File: src/hw/fops_defines.vh
// Purpose: Constants for the flash operation status word logic
// Assumes: 50 MHz system clock
// Notes:   Times are in microseconds; cycle counts derive from them
`ifndef FOPS_DEFINES_VH
`define FOPS_DEFINES_VH

// Status word field positions
`define FOPS_BIT_POLL      7
`define FOPS_BIT_TOG1      6
`define FOPS_BIT_ERR       5
`define FOPS_BIT_WIN       3
`define FOPS_BIT_TOG2      2
// Bit of the written word mirrored by the poll bit
`define FOPS_DATA_POLL_SRC 7

// Reset values
`define FOPS_TOG1_RST      1'b0
`define FOPS_TOG2_RST      1'b0
`define FOPS_ERR_RST       1'b0
`define FOPS_WORD_RST      16'h0000

// Timing
`define FOPS_CLK_MHZ       50
`define FOPS_WIN_US        96
`define FOPS_PROT_US       100
`define FOPS_WIN_CYC       (`FOPS_WIN_US * `FOPS_CLK_MHZ)
`define FOPS_PROT_CYC      (`FOPS_PROT_US * `FOPS_CLK_MHZ)
`define FOPS_TMR_W         16

`endif

File: src/hw/fops_timer.v
// Purpose: Down counter that pulses once when a loaded interval runs out
// Assumes: Load value of at least one cycle
// Notes:   A new load restarts the interval; abort stops it silently;
//          the end pulse does not look at load, so a caller may reload on it
`timescale 1ns/10ps
module fops_timer
#(
   parameter W = 16
)
(
   input  wire         clock,     // System clock
   input  wire         rst_b,     // Async reset, active low
   input  wire         load,      // Start interval
   input  wire         abort,     // Stop interval
   input  wire [W-1:0] load_val,  // Interval in cycles
   output wire         expired,   // One-cycle end pulse
   output wire         running    // Interval in progress
);

reg [W-1:0] cnt_ff;
reg         run_ff;

////////////////////////////////////////////////////////////////////////////////
// Count down while running
always @(posedge clock or negedge rst_b)
begin
   if (!rst_b)
   begin
      cnt_ff <= {W{1'b0}};
      run_ff <= 1'b0;
   end
   else if (load)
   begin
      cnt_ff <= load_val;
      run_ff <= 1'b1;
   end
   else if (abort)
   begin
      run_ff <= 1'b0;
   end
   else if (run_ff)
   begin
      cnt_ff <= cnt_ff - {{(W-1){1'b0}}, 1'b1};
      if (cnt_ff == {{(W-1){1'b0}}, 1'b1})
         run_ff <= 1'b0;
   end
end

// End of interval
assign expired = run_ff && !abort && (cnt_ff == {{(W-1){1'b0}}, 1'b1});
assign running = run_ff;

endmodule

File: src/hw/fops_status.v
// Purpose: Status word returned by flash reads while the controller works
// Assumes: Controller events are one-cycle pulses; reads are one-cycle strobes
// Notes:   rd_data is valid the cycle after rd_strobe
//
// Notes on behaviour
// - Programming shows inverted bit 7 of written word, true bit after finish.
// - Erase shows poll bit 0, then 1 when erase completes.
// - All targets protected: poll bit 0 for about 100 us, then array data.
// - Erase suspend entry moves poll bit from 0 to 1.
// - Program during suspend shows poll bit as a normal program does.
// - Toggle bit flips on every status read while program or erase runs.
// - Two equal toggle reads mean done; the second of them gives the final poll bit.
// - Read of an erase-suspended block forces primary toggle bit to 1.
// - Suspend and resume commands each flip the primary toggle bit.
// - Error bit set when program, block erase or chip erase fails.
// - Error bit set when programming tries to turn a 0 into 1.
// - While busy, every flash read returns the status bits instead of array.
// - Error bit stays set until the read/reset command clears it.
// - Erase window bit reads 0 from last erase command until 96 us pass.
`timescale 1ns/10ps
`include "fops_defines.vh"
module fops_status
#(
   parameter WIN_CYC  = `FOPS_WIN_CYC,   // Erase start window in cycles
   parameter PROT_CYC = `FOPS_PROT_CYC   // Protected erase hold in cycles
)
(
   input  wire        clock,            // System clock
   input  wire        rst_b,            // Async reset, active low
   input  wire        prog_start,       // Word program command accepted
   input  wire [15:0] prog_data,        // Word being programmed
   input  wire [15:0] prog_old_data,    // Word currently stored there
   input  wire        erase_cmd,        // Last block erase command accepted
   input  wire        erase_all_prot,   // Every target block is protected
   input  wire        op_done,          // Program or erase finished
   input  wire        op_fail,          // Program or erase failed
   input  wire        suspend_cmd,      // Erase suspend command
   input  wire        resume_cmd,       // Erase resume command
   input  wire        read_reset_cmd,   // Read/reset command
   input  wire        rd_strobe,        // Flash read cycle
   input  wire        rd_susp_block,    // Read targets the suspended block
   input  wire [15:0] array_data,       // Array word at read address
   output wire        erase_go,         // Start the erase pulse
   output wire        busy,             // Controller busy
   output wire        in_suspend,       // Erase suspend mode
   output reg  [15:0] rd_data           // Read data, registered
);

// Sequencer states
localparam ST_IDLE  = 3'd0;
localparam ST_PROG  = 3'd1;
localparam ST_WIN   = 3'd2;
localparam ST_ERASE = 3'd3;
localparam ST_PROT  = 3'd4;
localparam ST_SUSP  = 3'd5;
localparam ST_SPROG = 3'd6;
localparam ST_DONE  = 3'd7;

localparam [`FOPS_TMR_W-1:0] WIN_LD  = WIN_CYC[`FOPS_TMR_W-1:0];
localparam [`FOPS_TMR_W-1:0] PROT_LD = PROT_CYC[`FOPS_TMR_W-1:0];

reg  [2:0]  state_ff;
reg  [2:0]  nxt_state;
reg         last_prog_ff;      // Last operation was a program
reg         poll_src_ff;       // Bit 7 of word programmed
reg         tog1_ff;
reg         tog2_ff;
reg         err_ff;
reg         tmr_load;
reg  [`FOPS_TMR_W-1:0] tmr_val;
wire        tmr_exp;
reg         status_rd;
reg  [15:0] nxt_rd;
reg         poll;
reg         tog1_out;
reg         prog_err;
reg         prog_take;         // Program command taken
reg         erase_take;        // Erase command taken

////////////////////////////////////////////////////////////////////////////////
// Status word packing, unused bits zero
function [15:0] fops_pack;
   input p;
   input t1;
   input e;
   input w;
   input t2;
   begin
      fops_pack = `FOPS_WORD_RST;
      fops_pack[`FOPS_BIT_POLL] = p;
      fops_pack[`FOPS_BIT_TOG1] = t1;
      fops_pack[`FOPS_BIT_ERR]  = e;
      fops_pack[`FOPS_BIT_WIN]  = w;
      fops_pack[`FOPS_BIT_TOG2] = t2;
   end
endfunction

////////////////////////////////////////////////////////////////////////////////
// Shared interval timer for erase window and protected hold
fops_timer #(.W(`FOPS_TMR_W)) u_tmr
(
   .clock    (clock),
   .rst_b    (rst_b),
   .load     (tmr_load),
   .abort    (1'b0),
   .load_val (tmr_val),
   .expired  (tmr_exp),
   .running  ()
);

////////////////////////////////////////////////////////////////////////////////
// Next state and timer loads
always @*
begin
   nxt_state = state_ff;
   tmr_load  = 1'b0;
   tmr_val   = WIN_LD;
   case (state_ff)
      ST_IDLE, ST_DONE:
      begin
         if (prog_start)
            nxt_state = ST_PROG;
         else if (erase_cmd)
         begin
            nxt_state = ST_WIN;
            tmr_load  = 1'b1;
         end
         else if (state_ff == ST_DONE && rd_strobe)
            nxt_state = ST_IDLE;
      end
      ST_PROG, ST_ERASE:
      begin
         if (op_done || op_fail)
            nxt_state = ST_DONE;
         else if (state_ff == ST_ERASE && suspend_cmd)
            nxt_state = ST_SUSP;
      end
      ST_WIN:
      begin
         if (erase_cmd)
            tmr_load = 1'b1;
         else if (tmr_exp && erase_all_prot)
         begin
            nxt_state = ST_PROT;
            tmr_load  = 1'b1;
            tmr_val   = PROT_LD;
         end
         else if (tmr_exp)
            nxt_state = ST_ERASE;
      end
      ST_PROT:
      begin
         if (tmr_exp)
            nxt_state = ST_IDLE;
      end
      ST_SUSP:
      begin
         if (resume_cmd)
            nxt_state = ST_ERASE;
         else if (prog_start)
            nxt_state = ST_SPROG;
      end
      ST_SPROG:
      begin
         if (op_done || op_fail)
            nxt_state = ST_SUSP;
      end
      default:
         nxt_state = ST_IDLE;
   endcase
end

// Erase pulse starts when the window closes with an unprotected target
assign erase_go   = (state_ff == ST_WIN) && tmr_exp && !erase_cmd && !erase_all_prot;
assign busy       = (state_ff == ST_PROG) || (state_ff == ST_WIN) ||
                    (state_ff == ST_ERASE) || (state_ff == ST_PROT) ||
                    (state_ff == ST_SPROG);
assign in_suspend = (state_ff == ST_SUSP) || (state_ff == ST_SPROG);

////////////////////////////////////////////////////////////////////////////////
// Read steering and status bit values
always @*
begin
   status_rd = 1'b0;
   poll      = 1'b1;
   tog1_out  = tog1_ff;
   if (state_ff == ST_PROG || state_ff == ST_SPROG)
   begin
      status_rd = 1'b1;
      poll      = ~poll_src_ff;
   end
   else if (state_ff == ST_WIN || state_ff == ST_ERASE || state_ff == ST_PROT)
   begin
      status_rd = 1'b1;
      poll      = 1'b0;
   end
   else if (state_ff == ST_DONE)
   begin
      status_rd = 1'b1;
      poll      = last_prog_ff ? poll_src_ff : 1'b1;
      tog1_out  = ~tog1_ff;
   end
   else if (state_ff == ST_SUSP && rd_susp_block)
   begin
      status_rd = 1'b1;
      poll      = 1'b1;
      tog1_out  = 1'b1;
   end
   if (status_rd)
      nxt_rd = fops_pack(poll, tog1_out, err_ff, state_ff != ST_WIN, tog2_ff);
   else
      nxt_rd = array_data;
end

// Commands count where the sequencer takes them, plus a program that meets a resume in suspend; a 0 to 1 program is an error
always @*
begin
   prog_take  = prog_start && ((state_ff == ST_IDLE) || (state_ff == ST_DONE) ||
                               (state_ff == ST_SUSP));
   erase_take = erase_cmd && !prog_start && ((state_ff == ST_IDLE) || (state_ff == ST_DONE));
   prog_err   = prog_take && ((prog_data & ~prog_old_data) != 16'h0000);
end

////////////////////////////////////////////////////////////////////////////////
// Registered state, toggles, error and read data
always @(posedge clock or negedge rst_b)
begin
   if (!rst_b)
   begin
      state_ff     <= ST_IDLE;
      last_prog_ff <= 1'b0;
      poll_src_ff  <= 1'b0;
      tog1_ff      <= `FOPS_TOG1_RST;
      tog2_ff      <= `FOPS_TOG2_RST;
      err_ff       <= `FOPS_ERR_RST;
      rd_data      <= `FOPS_WORD_RST;
   end
   else
   begin
      state_ff <= nxt_state;
      // A program inside suspend must not hide the erase result
      if (prog_take)
      begin
         if (state_ff != ST_SUSP)
            last_prog_ff <= 1'b1;
         poll_src_ff  <= prog_data[`FOPS_DATA_POLL_SRC];
      end
      else if (erase_take)
         last_prog_ff <= 1'b0;
      // Primary toggle: flips on suspend or resume, otherwise per busy read
      if ((state_ff == ST_ERASE && suspend_cmd) || (state_ff == ST_SUSP && resume_cmd))
         tog1_ff <= ~tog1_ff;
      else if (rd_strobe && busy)
         tog1_ff <= ~tog1_ff;
      // Secondary toggle: erase reads and suspended block reads
      if (rd_strobe && ((state_ff == ST_ERASE) || (in_suspend && rd_susp_block)))
         tog2_ff <= ~tog2_ff;
      // Sticky error, a new failure wins over the clear
      if (op_fail || prog_err)
         err_ff <= 1'b1;
      else if (read_reset_cmd)
         err_ff <= 1'b0;
      if (rd_strobe)
         rd_data <= nxt_rd;
   end
end

endmodule

File: config.mk
export PLATFORM = sky130hd
export DESIGN_NAME = fops_status
export DESIGN_NICKNAME = d
export VERILOG_FILES = /design/src/hw/fops_timer.v /design/src/hw/fops_status.v
export VERILOG_INCLUDE_DIRS = /design/src /design/src/hw
export SDC_FILE = /design/constraint.sdc
export NUM_CORES = 1
export LEC_CHECK = 0
export BUFFER_PORTS_ARGS = -buffer_cell sky130_fd_sc_hd__clkbuf_2
export CAP_MARGIN = 20
export CORE_ASPECT_RATIO = 0.7
export CORE_MARGIN = 2
export CORE_UTILIZATION = 35
export CTS_BUF_LIST = sky130_fd_sc_hd__clkbuf_8 sky130_fd_sc_hd__clkbuf_16
export DETAILED_ROUTE_END_ITERATION = 12
export SLEW_MARGIN = 20
export SYNTH_ARGS = -nofsm -noshare
export SYNTH_HDL_FRONTEND = slang
export SYNTH_SLANG_ARGS = --single-unit
File: constraint.sdc
create_clock -name clock -period 1.7 [get_ports clock]
set_input_delay 0.34 -clock clock [delete_from_list [all_inputs] [get_ports clock]]
set_output_delay 0.34 -clock clock [all_outputs]
set_load 0.1 [all_outputs]
==> results by group, run 1 <==
Cells and area
  • Post-route design area: 3900 um2
  • Layout cell share with drive strength beyond 1: 0.491
  • Area added between synthesis and finish: 60.8%
  • Ant diodes: 0
  • Final Util: 0.579
  • Commonest cells after routing, fill and taps aside: clkbuf_2, buf_4, dfrtp_1, inv_1, nand2_1
  • Commonest non-fill, non-tap cell in the layout: clkbuf_2
  • Fin nets: 491

Yosys
  • Synth Warn #: 0
  • Top cells by area, synth: dfrtp_1, inv_1, nand2_1
  • Yosys cell types: 53
  • Post-Syn Nets: 343
  • EDFF count, synth: 0
  • Register bit total from synthesis: 41
  • Async SR Flop Fraction: 1.00
  • Synth area leader: dfrtp_1
  • Predominant post-synthesis flop cell: dfrtp_1
  • Synth Cell Area: 2420 um2
  • Syn Area/Cell: 8.62 um2
  • Post-synth top area share: 0.423
  • Post-synthesis cell count: 281
  • Seq/Total Area, Yosys: 0.423

Routing
  • Wire per inst: 14.0 um
  • Number of remaining DRC errors: 0
  • Drt total wl: 7320 um
  • Routed vias: 2517
  • Initial DRT Pass Iterations: 4
  • Antenna viol nets, final: 0
  • Routed vias/inst: 4.82
  • DRT iter0 DRCs: 112

STA
  • Worst Tran Pin Value: 0.554 ns
  • Worst setup margin: -0.482 ns
  • Hold_ws: 0.103 ns
  • Final count of hold timing violations: 0
  • Period utilisation layout: 1.28
  • Final setup fails: 25
  • Clk_skew: 0.00636 ns
  • Final slew viol count: 0
  • F_max: 0.458 GHz
  • Post-layout min period: 2.18 ns
  • Max_slew headroom: 0.632
  • RSZ-0062 raised after global routing: true

Clock network
  • Clk slew on worst S/H paths: 0.08 ns
  • CTS tree: built
  • Clock Sinks: 41
  • CTS max path bufs: 2
  • H-Tree Depth: 2
  • Skew-Pair Late Insertion Delay: 0.29 ns
  • Inserted Clock Buffers: 5
  • CTS root buffer: clkbuf_8

Placed design
  • Port Buffer Count: 78
  • Hpwl dp: 4970 um
  • RePlAce Congestion: 0.878
  • Pre-CTS WS: -0.292 ns
  • Placed cell area: 3390 um2

Power
  • Cell Pwr Density: 1840 nW/um2
  • Static Leak: 0.00190 uW
  • Peak supply drop: 0.985 mV

Die
  • Num ports: 79
  • Core area: 6730 um2
  • Die area: 7620 um2
  • Initial Util: 0.360
  • Cell Rows: 25
  • Die height: 73.6 um
  • Width of the die: 103 um

Outcome
  • Status: finished, violations left
  • Violated checks: setup timing

Job
  • Max_cap viols: 0

GRT
  • Largest net degree at the start of global routing: 42
  • Vias in the first global route: 2426
  • Overflow after GRT: 0
  • Initial antenna violation count: 0
  • First-pass GRT wire length: 11500 um
  • GRT Util Overall: 0.194

Setup path
  • Critical path type: reg2out
  • Slowest CP cell: dfrtp_1
  • Crit path required time: 1.36 ns
  • Bufs and invs on worst path: 2
  • Worst setup SP type: flop
  • CP max FO: 2
  • Worst path max stage delay: 0.40 ns
  • Crit path cell chain: or3b_4, buf_4, nor4_4, buf_12
  • Largest delay share family, worst path: simple AND/OR/NAND/NOR gates
  • Critical path capture point type: primary output
  • Worst EP arrival: 1.84 ns

Min path
  • Worst hold-check path type: in2async
-- report_power, final --
part           total [uW]  internal, uW  switching (uW)
Combinational        5020          2170            2840
Sequential           1550          1300             252
Clock                 603           271             332
Total                7170          3750            3430
-- final cells by class --
type	count	area [um2]
Sequential cell	41	1030
Multi-Input combinational cell	185	1440
Inverter	39	146
Clock inverter	1	5.00
Timing Repair Buffer	157	1100
Clock buffer	5	68.8
Tap cell	94	118
Fill cell	603	2830
-- metrics by stage --
| stage | TNS (ns) | instances | power (uW) |
|---|---|---|---|
| 2_1_floorplan | -1.73 | 281 | 4260 |
| 6_report | -5.93 | 522 | 7170 |
| 3_3_place_gp | -1.99 | 491 | 5470 |
| 3_5_place_dp | -3.19 | 491 | 5510 |
| 5_1_grt | -7.59 | 522 | 7610 |
| 4_1_cts | -3.43 | 516 | 6690 |
-- registers in the layout, indices dropped and copies added (netlist names) --
register,flops
err_ff,1
last_prog_ff,1
poll_src_ff,1
rd_data,16
state_ff,3
tog1_ff,1
tog2_ff,1
u_tmr.cnt_ff,16
u_tmr.running,1
-- per-layer routing --
| layer | up-vias | GRT usage | routed length [um] |
|---|---|---|---|
| met5 | - | 0 | 0 |
| met1 | 1179 | 0.270 | 3560 |
| met4 | 0 | 0.0556 | 61 |
| li1 | 1273 | - | - |
| met3 | 7 | 0.0419 | 376 |
| met2 | 58 | 0.305 | 3320 |
-- cells by family (layout without fill, tap and decap cells) --
| logic type | after synthesis | in the layout | synth area share |
|---|---|---|---|
| flip-flops | 41 | 41 | 0.423 |
| multiplexers | 7 | 7 | 0.0305 |
| AND/OR/NAND/NOR | 93 | 93 | 0.196 |
| AO/OA/AOI/OAI | 70 | 70 | 0.201 |
| XOR/XNOR | 13 | 13 | 0.0470 |
| adder cells (fa/ha/maj) | 2 | 2 | 0.0103 |
| buffers and inverters | 55 | 202 | 0.0919 |
-- repair_timing --
item                       4_1_cts  5_1_grt
hold buffers                     0        0
buffers inserted                20        8
gates cloned                     0        1
setup endpoints to repair       23       41
resized for setup               28       31
pin swaps                       12       15
-- synthesized netlist by cell type, types with 5 or more instances --
master and instances:
nor2_1 22, xnor2_1 9, nand3_1 6, nand2_1 29, a221oi_1 7, inv_1 39, a21oi_1 13, o22ai_1 16
clkbuf_1 9, dfrtp_1 41, nor4_1 7, nor2b_1 5, o21ai_0 15
-- path summary, 6_finish.rpt --
path / from / endpoint / slack, ns / cells past startpoint
min: rst_b / rd_data[10] / 0.10 / 2
max: state_ff[0] / erase_go / -0.48 / 4
max reg2reg: state_ff[0] / u_tmr.cnt_ff[3] / -0.40 / 8
min reg2reg: tog2_ff / tog2_ff / 0.46 / 1
max in group asynchronous: rst_b / u_tmr.running / 1.22 / 2
min in group clock: array_data[9] / rd_data[9] / 0.26 / 3
No activity file was read; power rests on OpenSTA's default activity.
==> inputs of run 2 (changes only) <==
--- a/config.mk
+++ b/config.mk
@@ -13,6 +13,7 @@
 export CORE_UTILIZATION = 35
 export CTS_BUF_LIST = sky130_fd_sc_hd__clkbuf_8 sky130_fd_sc_hd__clkbuf_16
 export DETAILED_ROUTE_END_ITERATION = 12
+export SKIP_CTS_REPAIR_TIMING = 1
 export SLEW_MARGIN = 20
 export SYNTH_ARGS = -nofsm -noshare
 export SYNTH_HDL_FRONTEND = slang
==> results by group, run 2 (same netlist as run 1, synthesis figures left out) <==
Outcome
  • Status: finished, violations left
  • Violated checks: setup timing

STA
  • Final setup fails: 24
  • Worst setup margin: -0.502 ns
  • Worst Tran Pin Value: 0.554 ns
  • F_max: 0.454 GHz
  • RSZ-0062 raised after global routing: true
  • Final slew viol count: 0
  • Period utilisation layout: 1.30
  • Post-layout min period: 2.20 ns
  • Final count of hold timing violations: 0
  • Max_slew headroom: 0.632
  • Clk_skew: 0.00695 ns

Clock network
  • CTS max path bufs: 2
  • Clock Sinks: 41
  • Inserted Clock Buffers: 5
  • H-Tree Depth: 2
  • CTS root buffer: clkbuf_8
  • CTS tree: built
  • Clk slew on worst S/H paths: 0.08 ns
  • Skew-Pair Late Insertion Delay: 0.30 ns

Setup path
  • Worst EP arrival: 1.86 ns
  • CP max FO: 4
  • Crit path cell chain: or3b_4, buf_6, nor4_4, buf_12
  • Critical path capture point type: primary output
  • Critical path type: reg2out
  • Slowest CP cell: dfrtp_1
  • Crit path required time: 1.36 ns
  • Worst path max stage delay: 0.43 ns
  • Worst setup SP type: flop

Cells and area
  • Fin nets: 485
  • Ant diodes: 0
  • Register Area: 1030 um2
  • Largest registers: rd_data: 16 flops, u_tmr.cnt_ff: 16 flops, state_ff: 3 flops
  • Commonest non-fill, non-tap cell in the layout: clkbuf_2
  • Layout cell share with drive strength beyond 1: 0.488
  • Area added between synthesis and finish: 57.2%
  • Multi-input gate area: 1410 um2
  • Final Util: 0.566
  • # fillers: 610
  • Post-route design area: 3810 um2
  • Commonest cells after routing, fill and taps aside: clkbuf_2, buf_4, dfrtp_1, inv_1, nand2_1

Routing
  • Initial DRT Pass Iterations: 4
  • Number of remaining DRC errors: 0
  • Antenna viol nets, final: 0
  • Routed vias/inst: 4.79
  • Drt total wl: 7050 um
  • DRT iter0 DRCs: 84
  • Wire per inst: 13.7 um
  • Routed vias: 2472

Placed design
  • Placed cell area: 3390 um2
  • Hpwl dp: 4970 um
  • Port Buffer Count: 78
  • RePlAce Congestion: 0.878

GRT
  • GRT Util Overall: 0.179
  • Largest net degree at the start of global routing: 42
  • First-pass GRT wire length: 10700 um
  • Vias in the first global route: 2272
  • Initial antenna violation count: 0
  • Overflow after GRT: 0

Job
  • Max_cap viols: 0

Die
  • Num ports: 79
  • Initial Util: 0.360
  • Width of the die: 103 um
  • Die area: 7620 um2
  • Cell Rows: 25
  • Core area: 6730 um2
  • Die height: 73.6 um

Power
  • Static Leak: 0.00184 uW
  • Cell Pwr Density: 1820 nW/um2
  • Peak supply drop: 0.959 mV

Min path
  • Worst hold-check path type: in2async
==> run 2: final timing paths <==
check / startpoint / endpoint / slack [ns] / depth (start not counted)
setup / recovery: state_ff[2] / erase_go / -0.50 / 4
hold / removal: rst_b / rd_data[10] / 0.10 / 2
setup reg to reg: state_ff[2] / u_tmr.cnt_ff[6] / -0.31 / 7
hold reg to reg: tog2_ff / tog2_ff / 0.48 / 1
max in group asynchronous: rst_b / u_tmr.cnt_ff[5] / 1.22 / 2
min in group clock: array_data[9] / rd_data[9] / 0.26 / 3
==> run 2: metal layers <==
metal  GRT usage  up-vias  part of all wire
li1            -     1260                 -
met1       0.255     1136              0.48
met2       0.273       66              0.45
met3      0.0428       10             0.063
met4      0.0497        0             0.013
met5           0        -                 0
==> run 2: power by group <==
part	internal (uW)	leakage [uW]	switching [uW]
clock	271	0.0000399	332
sequential	1300	0.000498	249
combinational	2030	0.00130	2740
total	3600	0.00184	3320
==> run 2: through the flow <==
| step | cells | setup WS [ns] | hold slack [ns] | TNS, ns | total power (uW) |
|---|---|---|---|---|---|
| 3_3_place_gp | 491 | -0.208 | 0.442 | -1.99 | 5470 |
| 4_1_cts | 497 | -0.632 | 0.133 | -4.72 | 6150 |
| 3_5_place_dp | 491 | -0.292 | 0.445 | -3.19 | 5510 |
| 2_1_floorplan | 281 | -0.861 | 0.0444 | -1.73 | 4260 |
| 5_1_grt | 516 | -0.566 | 0.150 | -6.85 | 7370 |
| 6_report | 516 | -0.502 | 0.101 | -5.17 | 6920 |
==> run 2: worst max-delay path, delay by kind of cell (launching register included) <==
kind / cells / cell delay (ns)
simple gates: 2 / 0.78
buf+inv: 2 / 0.36
flops: 1 / 0.43
==> run 2: cell type report <==
cell class,count,area share
repair buffers,151,0.273
flip-flops and latches,41,0.269
clock inverters,1,0.00131
multi-input cells,185,0.369
clock buffers,5,0.0181
inverters,39,0.0384
well taps,94,0.0309
